===== src/rtl/frt_pkg.sv =====
/*
 * constants for the fixed rate interval timer: register map, field
 * positions, reset values and timing counts.
 * assumes a single 250 mhz pclk that also stands for the oscillator.
 */
`default_nettype none

package frt_pkg;
  // ----------------------------------------------------------------
  // register map (byte addresses)
  // ----------------------------------------------------------------
  localparam logic [7:0] SERIAL_CONFIG_OFS = 8'h00;
  localparam logic [7:0] IRQ_ENABLE_OFS = 8'h04;
  localparam logic [7:0] IRQ_STATUS_OFS = 8'h08;
  localparam logic [7:0] IRQ_MASK_OFS = 8'h0c;
  localparam logic [7:0] COUNT_OFS = 8'h10;
  localparam logic [7:0] CORE_STATE_OFS = 8'h14;

  // ----------------------------------------------------------------
  // field positions
  // ----------------------------------------------------------------
  localparam int SLAVE_ENABLE_POS = 0;
  localparam int BUS_OWN_REQ_POS = 1;
  localparam int BUS_OWNER_POS = 2;
  localparam int TIMER_RUN_POS = 4;
  localparam int TIMER_FLAG_CLEAR_POS = 5;
  localparam int TIMER_IRQ_EN_POS = 4;
  localparam int GLOBAL_IRQ_EN_POS = 7;
  localparam int ST_TIMER_POS = 0;
  localparam int ST_BUS_TMO_POS = 1;
  localparam int IN_PROGRESS_POS = 0;

  // ----------------------------------------------------------------
  // reset values and fixed figures
  // ----------------------------------------------------------------
  localparam logic [31:0] REG_RESET = 32'h0000_0000;
  localparam logic [1:0] MASK_RESET = 2'h3;
  localparam logic [7:0] TIMER_VECTOR = 8'h1b;
  localparam int CNT_W = 10;
  localparam int MACHINE_DIV = 12;
endpackage

`default_nettype wire


===== src/rtl/frt_mc_tick.sv =====
/*
 * machine cycle prescaler: one pclk-wide tick every div pclk cycles.
 * assumes pclk stands for the oscillator of the processor.
 */
`default_nettype none

module frt_mc_tick #(
  parameter int DIV = frt_pkg::MACHINE_DIV
) (
  input wire logic pclk,
  input wire logic presetn,
  output logic mc_tick
);
  localparam int W = $clog2(DIV);

  initial begin
    if (DIV < 2) begin
      $error("frt_mc_tick: DIV must be at least 2");
    end
  end

  logic [W-1:0] div_reg;
  logic [W-1:0] div_next;

  always_comb begin
    if (div_reg == W'(DIV - 1)) begin
      div_next = '0;
    end else begin
      div_next = div_reg + W'(1);
    end
  end

  always_ff @(posedge pclk or negedge presetn) begin
    if (!presetn) begin
      div_reg <= '0;
    end else begin
      div_reg <= div_next;
    end
  end

  assign mc_tick = (div_reg == W'(DIV - 1));
endmodule

`default_nettype wire


===== src/rtl/frt_timer.sv =====
/*
 * fixed rate interval timer with apb registers and core interrupt
 * handshake. the serial bus interface itself lives elsewhere; only its
 * mode bits, restart pulse and timeout pulse meet this block.
 * assumes apb master per amba apb, core pulses one clock wide.
 */
// How it works
// - count advances once per machine cycle, pclk divided by twelve.
// - counting only while the run bit, config bit 4, is one.
// - writing run to zero stops the timer and zeroes the count.
// - ten bit counter; carry at 1024 sets the timer flag.
// - request needs flag, timer enable bit 4 and global bit 7.
// - taken interrupt branches to fixed vector 1b hex.
// - on acceptance only the program counter is pushed.
// - writing one to config bit 5 clears the timer flag.
// - serial mode bits all zero: serial events never touch timer.
// - hardware reset clears all three serial mode bits.
// - after carry the timer keeps counting; flags 1024 cycles apart.
// - in-progress state released only by a return from interrupt.
// - with serial mode active the timer is the bus timeout.
`default_nettype none

module frt_timer #(
  parameter int DIV = frt_pkg::MACHINE_DIV
) (
  input wire logic pclk,
  input wire logic presetn,
  input wire logic psel,
  input wire logic penable,
  input wire logic pwrite,
  input wire logic [7:0] paddr,
  input wire logic [31:0] pwdata,
  output logic [31:0] prdata,
  output logic pready,
  output logic pslverr,
  input wire logic sys_rst,
  input wire logic serial_restart,
  input wire logic irq_taken,
  input wire logic ret_exec,
  output logic timer_irq_req,
  output logic [7:0] irq_vector,
  output logic push_pc,
  output logic bus_timeout,
  output logic irq
);
  localparam int W = frt_pkg::CNT_W;

  initial begin
    if (DIV != frt_pkg::MACHINE_DIV) begin
      $error("frt_timer: machine cycle must be twelve clocks");
    end
  end

  // ----------------------------------------------------------------
  // machine cycle tick
  // ----------------------------------------------------------------
  logic mc_tick;

  frt_mc_tick #(.DIV(DIV)) u_tick (
    .pclk(pclk),
    .presetn(presetn),
    .mc_tick(mc_tick)
  );

  // ----------------------------------------------------------------
  // apb decode
  // ----------------------------------------------------------------
  logic setup;
  logic wr;
  logic hit_cfg;
  logic hit_ien;
  logic hit_st;
  logic hit_msk;
  logic hit_cnt;
  logic hit_core;
  logic mapped;

  assign setup = psel && !penable;
  assign wr = psel && penable && pwrite;
  assign hit_cfg = (paddr == frt_pkg::SERIAL_CONFIG_OFS);
  assign hit_ien = (paddr == frt_pkg::IRQ_ENABLE_OFS);
  assign hit_st = (paddr == frt_pkg::IRQ_STATUS_OFS);
  assign hit_msk = (paddr == frt_pkg::IRQ_MASK_OFS);
  assign hit_cnt = (paddr == frt_pkg::COUNT_OFS);
  assign hit_core = (paddr == frt_pkg::CORE_STATE_OFS);
  assign mapped = hit_cfg || hit_ien || hit_st || hit_msk || hit_cnt ||
                  hit_core;
  // zero wait states: every access completes in its first access cycle
  assign pready = 1'b1;
  assign pslverr = psel && penable && !mapped;

  // ----------------------------------------------------------------
  // state
  // ----------------------------------------------------------------
  logic [W-1:0] count_reg;
  logic [W-1:0] count_next;
  logic run_reg;
  logic run_next;
  logic slave_en_reg;
  logic slave_en_next;
  logic own_req_reg;
  logic own_req_next;
  logic owner_reg;
  logic owner_next;
  logic tmr_en_reg;
  logic tmr_en_next;
  logic glb_en_reg;
  logic glb_en_next;
  logic [1:0] status_reg;
  logic [1:0] status_next;
  logic [1:0] mask_reg;
  logic [1:0] mask_next;
  logic busy_reg;
  logic busy_next;
  logic push_reg;
  logic push_next;
  logic tmo_reg;
  logic tmo_next;
  logic [31:0] rd_reg;
  logic [31:0] rd_next;
  logic serial_active;
  logic carry;
  logic clr_flag;
  logic accept;

  assign serial_active = slave_en_reg || own_req_reg || owner_reg;
  assign carry = mc_tick && run_reg && (count_reg == {W{1'b1}});
  assign clr_flag = wr && hit_cfg && pwdata[frt_pkg::TIMER_FLAG_CLEAR_POS];
  assign accept = irq_taken && timer_irq_req;

  always_comb begin
    count_next = count_reg;
    run_next = run_reg;
    slave_en_next = slave_en_reg;
    own_req_next = own_req_reg;
    owner_next = owner_reg;
    tmr_en_next = tmr_en_reg;
    glb_en_next = glb_en_reg;
    status_next = status_reg;
    mask_next = mask_reg;
    busy_next = busy_reg;
    push_next = 1'b0;
    tmo_next = 1'b0;

    if (wr && hit_cfg) begin
      run_next = pwdata[frt_pkg::TIMER_RUN_POS];
      slave_en_next = pwdata[frt_pkg::SLAVE_ENABLE_POS];
      own_req_next = pwdata[frt_pkg::BUS_OWN_REQ_POS];
      owner_next = pwdata[frt_pkg::BUS_OWNER_POS];
    end
    if (wr && hit_ien) begin
      tmr_en_next = pwdata[frt_pkg::TIMER_IRQ_EN_POS];
      glb_en_next = pwdata[frt_pkg::GLOBAL_IRQ_EN_POS];
    end
    if (wr && hit_msk) begin
      mask_next = pwdata[1:0];
    end
    // status bits are write one to clear
    if (wr && hit_st) begin
      status_next = status_reg & ~pwdata[1:0];
    end
    if (clr_flag) begin
      status_next[frt_pkg::ST_TIMER_POS] = 1'b0;
    end

    // run low holds count at zero
    if (!run_reg) begin
      count_next = '0;
    end else if (serial_active && serial_restart) begin
      count_next = '0;
    end else if (mc_tick) begin
      count_next = count_reg + W'(1);
    end

    // set wins over status and flag clear writes in the same cycle; sys_rst below still clears the timer flag
    if (carry) begin
      if (serial_active) begin
        tmo_next = 1'b1;
        status_next[frt_pkg::ST_BUS_TMO_POS] = 1'b1;
      end else begin
        status_next[frt_pkg::ST_TIMER_POS] = 1'b1;
      end
    end

    if (ret_exec) begin
      busy_next = 1'b0;
    end
    if (accept) begin
      busy_next = 1'b1;
      push_next = 1'b1;
    end

    if (sys_rst) begin
      count_next = '0;
      run_next = 1'b0;
      status_next[frt_pkg::ST_TIMER_POS] = 1'b0;
    end
  end

  // ----------------------------------------------------------------
  // read data, latched in the setup phase
  // ----------------------------------------------------------------
  always_comb begin
    rd_next = rd_reg;
    if (setup) begin
      rd_next = frt_pkg::REG_RESET;
      if (hit_cfg) begin
        rd_next[frt_pkg::SLAVE_ENABLE_POS] = slave_en_reg;
        rd_next[frt_pkg::BUS_OWN_REQ_POS] = own_req_reg;
        rd_next[frt_pkg::BUS_OWNER_POS] = owner_reg;
        rd_next[frt_pkg::TIMER_RUN_POS] = run_reg;
      end
      if (hit_ien) begin
        rd_next[frt_pkg::TIMER_IRQ_EN_POS] = tmr_en_reg;
        rd_next[frt_pkg::GLOBAL_IRQ_EN_POS] = glb_en_reg;
      end
      if (hit_st) begin
        rd_next[1:0] = status_reg;
      end
      if (hit_msk) begin
        rd_next[1:0] = mask_reg;
      end
      if (hit_cnt) begin
        rd_next[W-1:0] = count_reg;
      end
      if (hit_core) begin
        rd_next[frt_pkg::IN_PROGRESS_POS] = busy_reg;
      end
    end
  end

  // hardware reset clears serial mode bits
  always_ff @(posedge pclk or negedge presetn) begin
    if (!presetn) begin
      count_reg <= '0;
      run_reg <= 1'b0;
      slave_en_reg <= 1'b0;
      own_req_reg <= 1'b0;
      owner_reg <= 1'b0;
      tmr_en_reg <= 1'b0;
      glb_en_reg <= 1'b0;
      status_reg <= '0;
      mask_reg <= frt_pkg::MASK_RESET;
      busy_reg <= 1'b0;
      push_reg <= 1'b0;
      tmo_reg <= 1'b0;
      rd_reg <= frt_pkg::REG_RESET;
    end else begin
      count_reg <= count_next;
      run_reg <= run_next;
      slave_en_reg <= slave_en_next;
      own_req_reg <= own_req_next;
      owner_reg <= owner_next;
      tmr_en_reg <= tmr_en_next;
      glb_en_reg <= glb_en_next;
      status_reg <= status_next;
      mask_reg <= mask_next;
      busy_reg <= busy_next;
      push_reg <= push_next;
      tmo_reg <= tmo_next;
      rd_reg <= rd_next;
    end
  end

  // ----------------------------------------------------------------
  // outputs
  // ----------------------------------------------------------------
  assign prdata = rd_reg;
  // three-way gate; nesting held off until return
  assign timer_irq_req = status_reg[frt_pkg::ST_TIMER_POS] && tmr_en_reg &&
                         glb_en_reg && !busy_reg;
  assign irq_vector = frt_pkg::TIMER_VECTOR;
  assign push_pc = push_reg;
  assign bus_timeout = tmo_reg;
  assign irq = |(status_reg & mask_reg);
endmodule

`default_nettype wire


===== config.mk =====
export PLATFORM = sky130hd
export DESIGN_NAME = frt_timer
export DESIGN_NICKNAME = d
export VERILOG_FILES = /design/src/rtl/frt_pkg.sv /design/src/rtl/frt_mc_tick.sv /design/src/rtl/frt_timer.sv
export SDC_FILE = /design/constraint.sdc
export NUM_CORES = 1
export LEC_CHECK = 0
export BUFFER_PORTS_ARGS = -buffer_cell sky130_fd_sc_hd__buf_2
export CORE_MARGIN = 4
export CORE_UTILIZATION = 50
export DETAILED_ROUTE_END_ITERATION = 12
export HOLD_SLACK_MARGIN = 0.15
export PLACE_DENSITY = 0.85
export SYNTH_ARGS = -nofsm -noshare
export SYNTH_HDL_FRONTEND = slang
export SYNTH_SLANG_ARGS = --single-unit

===== constraint.sdc =====
create_clock -name pclk -period 2.64 [get_ports pclk]
set_input_delay 0.396 -clock pclk [delete_from_list [all_inputs] [get_ports pclk]]
set_output_delay 0.396 -clock pclk [all_outputs]
set_load 0.005 [all_outputs]

==> results.tsv, run 1 <==
metric	value	unit
async_flop_share	100	%
antenna_found_initial	0	
vias	1498	
dieArea	5220	sq um
cp_max_fo	7	
netlist_area	2060	sq um
irDropWorstVdd	0.000321	V
cts_setup_buffers	0	
p_per_area	476	nW/um^2
cpLargestDelayFamily	simple AND/OR/NAND/NOR gates	
wire_per_inst	14.0	microns
max_slew_margin	45.3	%
path_class	reg2reg	
cp_num_buf_inv	0	
setup_viol	0	
reg2reg_to	status_reg[1]	
worst_slew_pin_slew	0.821	ns
start_util	51.5	%
cts_made_buffers	5	
grt_setup_unrepaired	no	
cp-end-kind	register	
cp_slowest_cell	or4_1	
grt_pass1_vias	1419	
ff2ff_setup_slack	0.98	ns
max_stage_delay	0.58	ns
fmax	604	MHz
clk_latency	0.29	ns
outcome	completed	
syn2layout_area_growth	9.59	%
finalHoldViolCount	0	
hp-class	in2async	
h-tree-depth	2	
drive_gt1_share	26.3	%
stdcell_count	286	
num_antenna_cells	0	
yosys_warnings	0	
grt_max_degree	38	
drc	0	
regArea	928	sq um
cts_root_buf	clkbuf_8	
p_leak	1.11	nW
nets	286	
ant_nets	0	
final_cell_mix	37 x buf_2, 35 x dfrtp_1, 31 x conb_1	
synthCells	199	
layout_commonest_cell	buf_2	
multiInputGateArea	967	sq um
arrival	1.87	ns
coreArea	4000	sq um
setup_tns	0	ns
r2r-start	count_reg[0]	
clk_path_buf_depth	2	
rows	23	
boundaryPins	95	
routed_wl	4010	microns
ys_types	47	
io_buffers	37	
die_x	72.2	microns
cap_violations	0	
cts.repair.resized	0	
grt_pass1_wl	6380	microns
yosysSeqAreaShare	45.0	%
clkTransAtPathRegs	0.07	ns
drtPass1Iterations	4	
cp_cell_sequence	ha_1 > nand4b_2 > or4_1 > o21ai_1	
required	2.86	ns
fin_worst_skew	0.00381	ns
synth_edf_count	0	
fin_util	56.5	%
cts_sinks	37	
period_share	62.8	%
reg2reg_depth	4	
ys_ff_latch	37	
grt_overflow_total	0	
viasPerCell	5.24	
gp_congestion	0.830	
drtIter0Drc	181	
drv_slew	0	
syn_area_per_cell	10.4	sq um
hold_buffers	0	
dp_hpwl	2970	microns
synthFlopType	dfrtp_1	
cp-start-kind	register	
grt_usage	15.9	%
cts_tree	done	
period_needed	1.66	ns
nFillCells	355	
die_h	72.2	microns
placed_cells	278	
## per-layer routing
layer  wire [microns]  GRT usage, %
met3              306          4.29
met5                0             0
met4              107          8.56
met2             1850          25.2
met1             1740          19.8
## report_power, final
part           internal [W]  total (W)  switching [W]
clock              0.000236   0.000433       0.000197
sequential         0.000569   0.000571     0.00000157
combinational     0.0000230  0.0000717      0.0000488
## cells by family after synthesis
family	synth area share [%]
AOI/OAI and AO/OA	10.1
xor gates and xnor gates	3.40
adders and majority gates	1.21
buffers and inverters	13.3
DFF	45.0
muxes	7.77
other	0.364
and+or+nand+nor	18.8
## synthesized netlist by cell type, types with 2 or more instances
cell type | count | area share, %
nor4_1 | 4 | 1.2
o21bai_1 | 2 | 0.73
o41ai_1 | 2 | 0.85
nor2b_1 | 3 | 0.91
nor2_1 | 13 | 2.4
dfrtp_1 | 35 | 42
buf_2 | 4 | 0.97
nor3_1 | 4 | 0.97
dfstp_2 | 2 | 2.5
ha_1 | 2 | 1.2
xor2_1 | 2 | 0.85
a22o_1 | 7 | 3.0
clkbuf_1 | 2 | 0.36
buf_4 | 31 | 11
conb_1 | 2 | 0.36
inv_1 | 4 | 0.73
o21ai_0 | 5 | 1.2
a21oi_1 | 5 | 1.2
nand3_2 | 2 | 0.97
o31ai_1 | 2 | 0.73
mux2_2 | 8 | 4.4
mux2i_1 | 7 | 3.4
nand3_1 | 5 | 1.2
nand4_1 | 2 | 0.61
nand2b_1 | 3 | 0.91
xnor2_1 | 6 | 2.5
and2_1 | 2 | 0.61
nand2_1 | 14 | 2.5
## area by class of cell
type	count	area share, %
clock buffer	7	4.26
clock inverter	1	0.221
inverter	4	0.664
multi-input combinational	150	42.8
sequential	37	41.1
tap	50	2.77
timing repair buffer	37	8.19
## through the flow
| step | power [W] | hold WS [ns] | instance area, sq um | worst slack [ns] |
|---|---|---|---|---|
| 2_1_floorplan | 0.000652 | 0.100 | 2170 | 1.18 |
| 3_3_place_gp | 0.000651 | 0.449 | 2160 | 0.986 |
| 3_5_place_dp | 0.000652 | 0.454 | 2160 | 0.986 |
| 4_1_cts | 0.00109 | 0.218 | 2260 | 0.961 |
| 5_1_grt | 0.00112 | 0.255 | 2260 | 0.877 |
| 6_report | 0.00108 | 0.198 | 2260 | 0.983 |
## worst max path at each step
stage | startpoint | cells past startpoint | slack (ns) | to
2_1_floorplan | u_tick.div_reg[0] | 4 | 1.18 | status_reg[1]
3_3_place_gp | penable | 4 | 0.99 | prdata[1]
3_5_place_dp | count_reg[0] | 4 | 0.99 | status_reg[1]
4_1_cts | count_reg[0] | 4 | 0.96 | status_reg[1]
6_report | count_reg[0] | 4 | 0.98 | status_reg[1]
5_1_grt | count_reg[0] | 4 | 0.88 | status_reg[1]
Note: power is estimated with default switching activity, not from simulation.
==> run 2, diff against run 1 <==
--- a/config.mk
+++ b/config.mk
@@ -5,12 +5,13 @@
 export SDC_FILE = /design/constraint.sdc
 export NUM_CORES = 1
 export LEC_CHECK = 0
+export ABC_AREA = 1
 export BUFFER_PORTS_ARGS = -buffer_cell sky130_fd_sc_hd__buf_2
 export CORE_MARGIN = 4
-export CORE_UTILIZATION = 50
+export CORE_UTILIZATION = 43
 export DETAILED_ROUTE_END_ITERATION = 12
 export HOLD_SLACK_MARGIN = 0.15
-export PLACE_DENSITY = 0.85
+export PLACE_DENSITY = 0.76
 export SYNTH_ARGS = -nofsm -noshare
 export SYNTH_HDL_FRONTEND = slang
 export SYNTH_SLANG_ARGS = --single-unit
==> constraint.sdc (replaced) <==
create_clock -name pclk -period 1.43 [get_ports pclk]
set_input_delay 0.2145 -clock pclk [delete_from_list [all_inputs] [get_ports pclk]]
set_output_delay 0.2145 -clock pclk [all_outputs]
set_load 0.005 [all_outputs]
==> results.tsv, run 2 <==
metric	value	unit	change
combPwrFrac	8.6	%	was 6.7%
hp-class	in2reg		was in2async
synthFlopType	dfrtp_1		unchanged
cap_violations	0		unchanged
setup_ws	0.109	ns	was 0.983 ns
p_sw	0.000451	W	was 0.000248 W
coreArea	4850	sq um	was 4000 sq um
start_util	45.8	%	was 51.5%
antenna_found_initial	0		unchanged
fin_util	51.8	%	was 56.5%
grt_overflow_total	0		unchanged
yosysMostFrequentCell	nand2_1		was dfrtp_1
io_buffers	37		unchanged
ff2ff_setup_slack	0.11	ns	was 0.98 ns
cp-start-kind	register		unchanged
grt_use_met1	17.9	%	was 19.8%
period_needed	1.32	ns	was 1.66 ns
hold-path-endpoint	mask_reg[1]		
synth.top_cell.area_share	39.5	%	was 42.5%
cp-end-kind	register		unchanged
grt_pass1_vias	1618		was 1,419
fin_worst_skew	0.00410	ns	was 0.00381 ns
reg2reg_depth	8		was 4
cp-startpoint	u_tick.div_reg[0]		was count_reg[0]
viasPerCell	4.53		was 5.24
finalHoldViolCount	0		unchanged
irDropWorstVdd	0.000512	V	was 0.000321 V
h-tree-depth	2		unchanged
final_cell_mix	55 x nand2_1, 37 x buf_2, 35 x dfrtp_1		was 37 x buf_2, 35 x dfrtp_1, 31 x conb_1
busiest_layer	met2		unchanged
layout_commonest_cell	nand2_1		was buf_2
routed_wl	4130	microns	was 4010 microns
switching_share	23.1	%	was 23.0%
cts_sinks	37		unchanged
clk_latency	0.29	ns	about the same
drive_gt1_share	25.3	%	was 26.3%
cp_max_fo	10		was 7
path_class	reg2reg		unchanged
required	1.61	ns	was 2.86 ns
reg2reg_to	count_reg[5]		was status_reg[1]
p_leak	1.26	nW	was 1.11 nW
drtIter0Drc	73		was 181
syn2layout_area_growth	13.1	%	was 9.59%
fmax	757	MHz	was 604 MHz
grt.met2_usage	22.0	%	was 25.2%
grt_pass1_wl	6880	microns	was 6380 microns
nets	371		was 286
synthCells	273		was 199
r2r-start	u_tick.div_reg[0]		was count_reg[0]
clock_power_share	36.7	%	was 40.3%
ys_types	34		was 47
netlist_top_cells_count	55 x nand2_1, 35 x dfrtp_1, 31 x buf_4		was 35 x dfrtp_1, 31 x buf_4, 14 x nand2_1
drc	0		unchanged
synthMuxAreaShare	0	%	was 7.77%
ys_ff_latch	37		unchanged
synthTopCellsByArea	dfrtp_1 39%, buf_4 10%, nand2_1 9.3%		was dfrtp_1 42%, buf_4 11%, mux2_2 4.4%
drtPass1Iterations	4		unchanged
synth_edf_count	0		unchanged
period_share	92.4	%	was 62.8%
yosys.area.top_type	dfrtp_1		unchanged
grt_max_degree	38		unchanged
min_path_cells	3		
clkTransAtPathRegs	0.07	ns	about the same
vias	1752		was 1,498
dieArea	6380	sq um	was 5220 sq um
wire_per_inst	10.7	microns	was 14.0 microns
yosys_warnings	0		unchanged
synthAdderAreaFrac	1.13	%	was 1.21%
min_from	pwdata[1]		
die_h	79.8	microns	was 72.2 microns
grt_usage	13.8	%	was 15.9%
rows	25		was 23
cts_tree	done		unchanged
die_x	79.8	microns	was 72.2 microns
cts_made_buffers	5		unchanged
boundaryPins	95		unchanged
power.internal	0.00150	W	was 0.000828 W
p_per_area	778	nW/um^2	was 476 nW/um^2
gp_congestion	0.793		was 0.830
synth_compound_gate_area_share	11.0	%	was 10.1%
drv_slew	0		unchanged
dp_hpwl	3310	microns	was 2970 microns
num_antenna_cells	0		unchanged
cts_root_buf	clkbuf_8		unchanged
yosys.area_share.simple	28.4	%	was 18.8%
nFillCells	494		was 355
synth_top_family_by_area	simple AND/OR/NAND/NOR gates		unchanged
arrival	1.50	ns	was 1.87 ns
syn_area_per_cell	8.13	sq um	was 10.4 sq um
grt_setup_unrepaired	yes		was no
pre_cts_slack	0.0448	ns	was 0.986 ns
ant_nets	0		unchanged
outcome	completed		unchanged
use_met3	4.18	%	was 4.29%
yosysSeqAreaShare	41.8	%	was 45.0%
async_flop_share	100	%	unchanged
clk_path_buf_depth	2		unchanged
power_frac_seq	54.7	%	was 53.0%
synth_xor_xnor_area_share	0.395	%	was 3.40%
netlist_area	2220	sq um	was 2060 sq um
setup_viol	0		unchanged
[run 2: area by class of cell]
cell class                      instances  area, sq um  area share [%]
Timing Repair Buffer                   43          240            9.57
Tap cell                               67         83.8            3.34
Inverter                               34          135            5.38
Sequential cell                        37          928            37.0
Clock buffer                            7         86.3            3.44
Multi-Input combinational cell        199         1040            41.3
[run 2: metal layers]
layer / vias to the layer above / wire length [microns]
met2: 55 / 1910
met4: 0 / 55
met3: 6 / 287
li1: 901 / -
met1: 790 / 1880
met5: - / 0
[run 2: worst max path at each step]
stage	endpoint	slack [ns]	cells after the start
floorplan	count_reg[5]	0.18	8
global placement	count_reg[5]	0.07	8
detailed placement	count_reg[5]	0.04	8
CTS	count_reg[5]	0.04	8
global route	count_reg[5]	-0.01	8
finish	count_reg[5]	0.11	8
[run 2: critical path, cell delays in order (launching register included)]
cell,delay [ns]
dfrtp_1,0.41
ha_4,0.17
nand3_4,0.13
inv_8,0.12
nand2_4,0.06
nor2_4,0.09
inv_1,0.06
o21ai_1,0.11
a21oi_1,0.05
[run 2: cell families after synthesis]
group	count (synthesis)
compound gates	36
xor+xnor	1
fa+ha+maj	2
buf+inv	66
flops	37
other cells	2
simple gates	129
[run 2: metrics by stage]
step                hold slack, ns  cells  setup TNS, ns  area, sq um  power [W]
floorplan                  -0.0811    302              0         2330    0.00123
global placement             0.280    376              0         2370    0.00124
detailed placement           0.282    376              0         2370    0.00125
CTS                          0.158    387              0         2490    0.00197
global route                 0.158    387        -0.0117         2510    0.00205
finish                       0.160    387              0         2510    0.00195
[run 2: timing repair]
| action | 4_1_cts | 5_1_grt |
|---|---|---|
| hold buffers | 4 | 0 |
| resized for setup | 0 | 4 |
| buffers inserted | 0 | 0 |
| hold endpoints to repair | 39 | 0 |
| endpoints found under the setup margin | 0 | 8 |
[run 2: power by group through the flow]
stage               Combinational (W)  Clock [W]  Sequential [W]
finish                       0.000167   0.000718         0.00107
global route                 0.000194   0.000785         0.00107
CTS                          0.000168   0.000737         0.00107
detailed placement           0.000160          0         0.00109
global placement             0.000157          0         0.00109
floorplan                    0.000141          0         0.00109
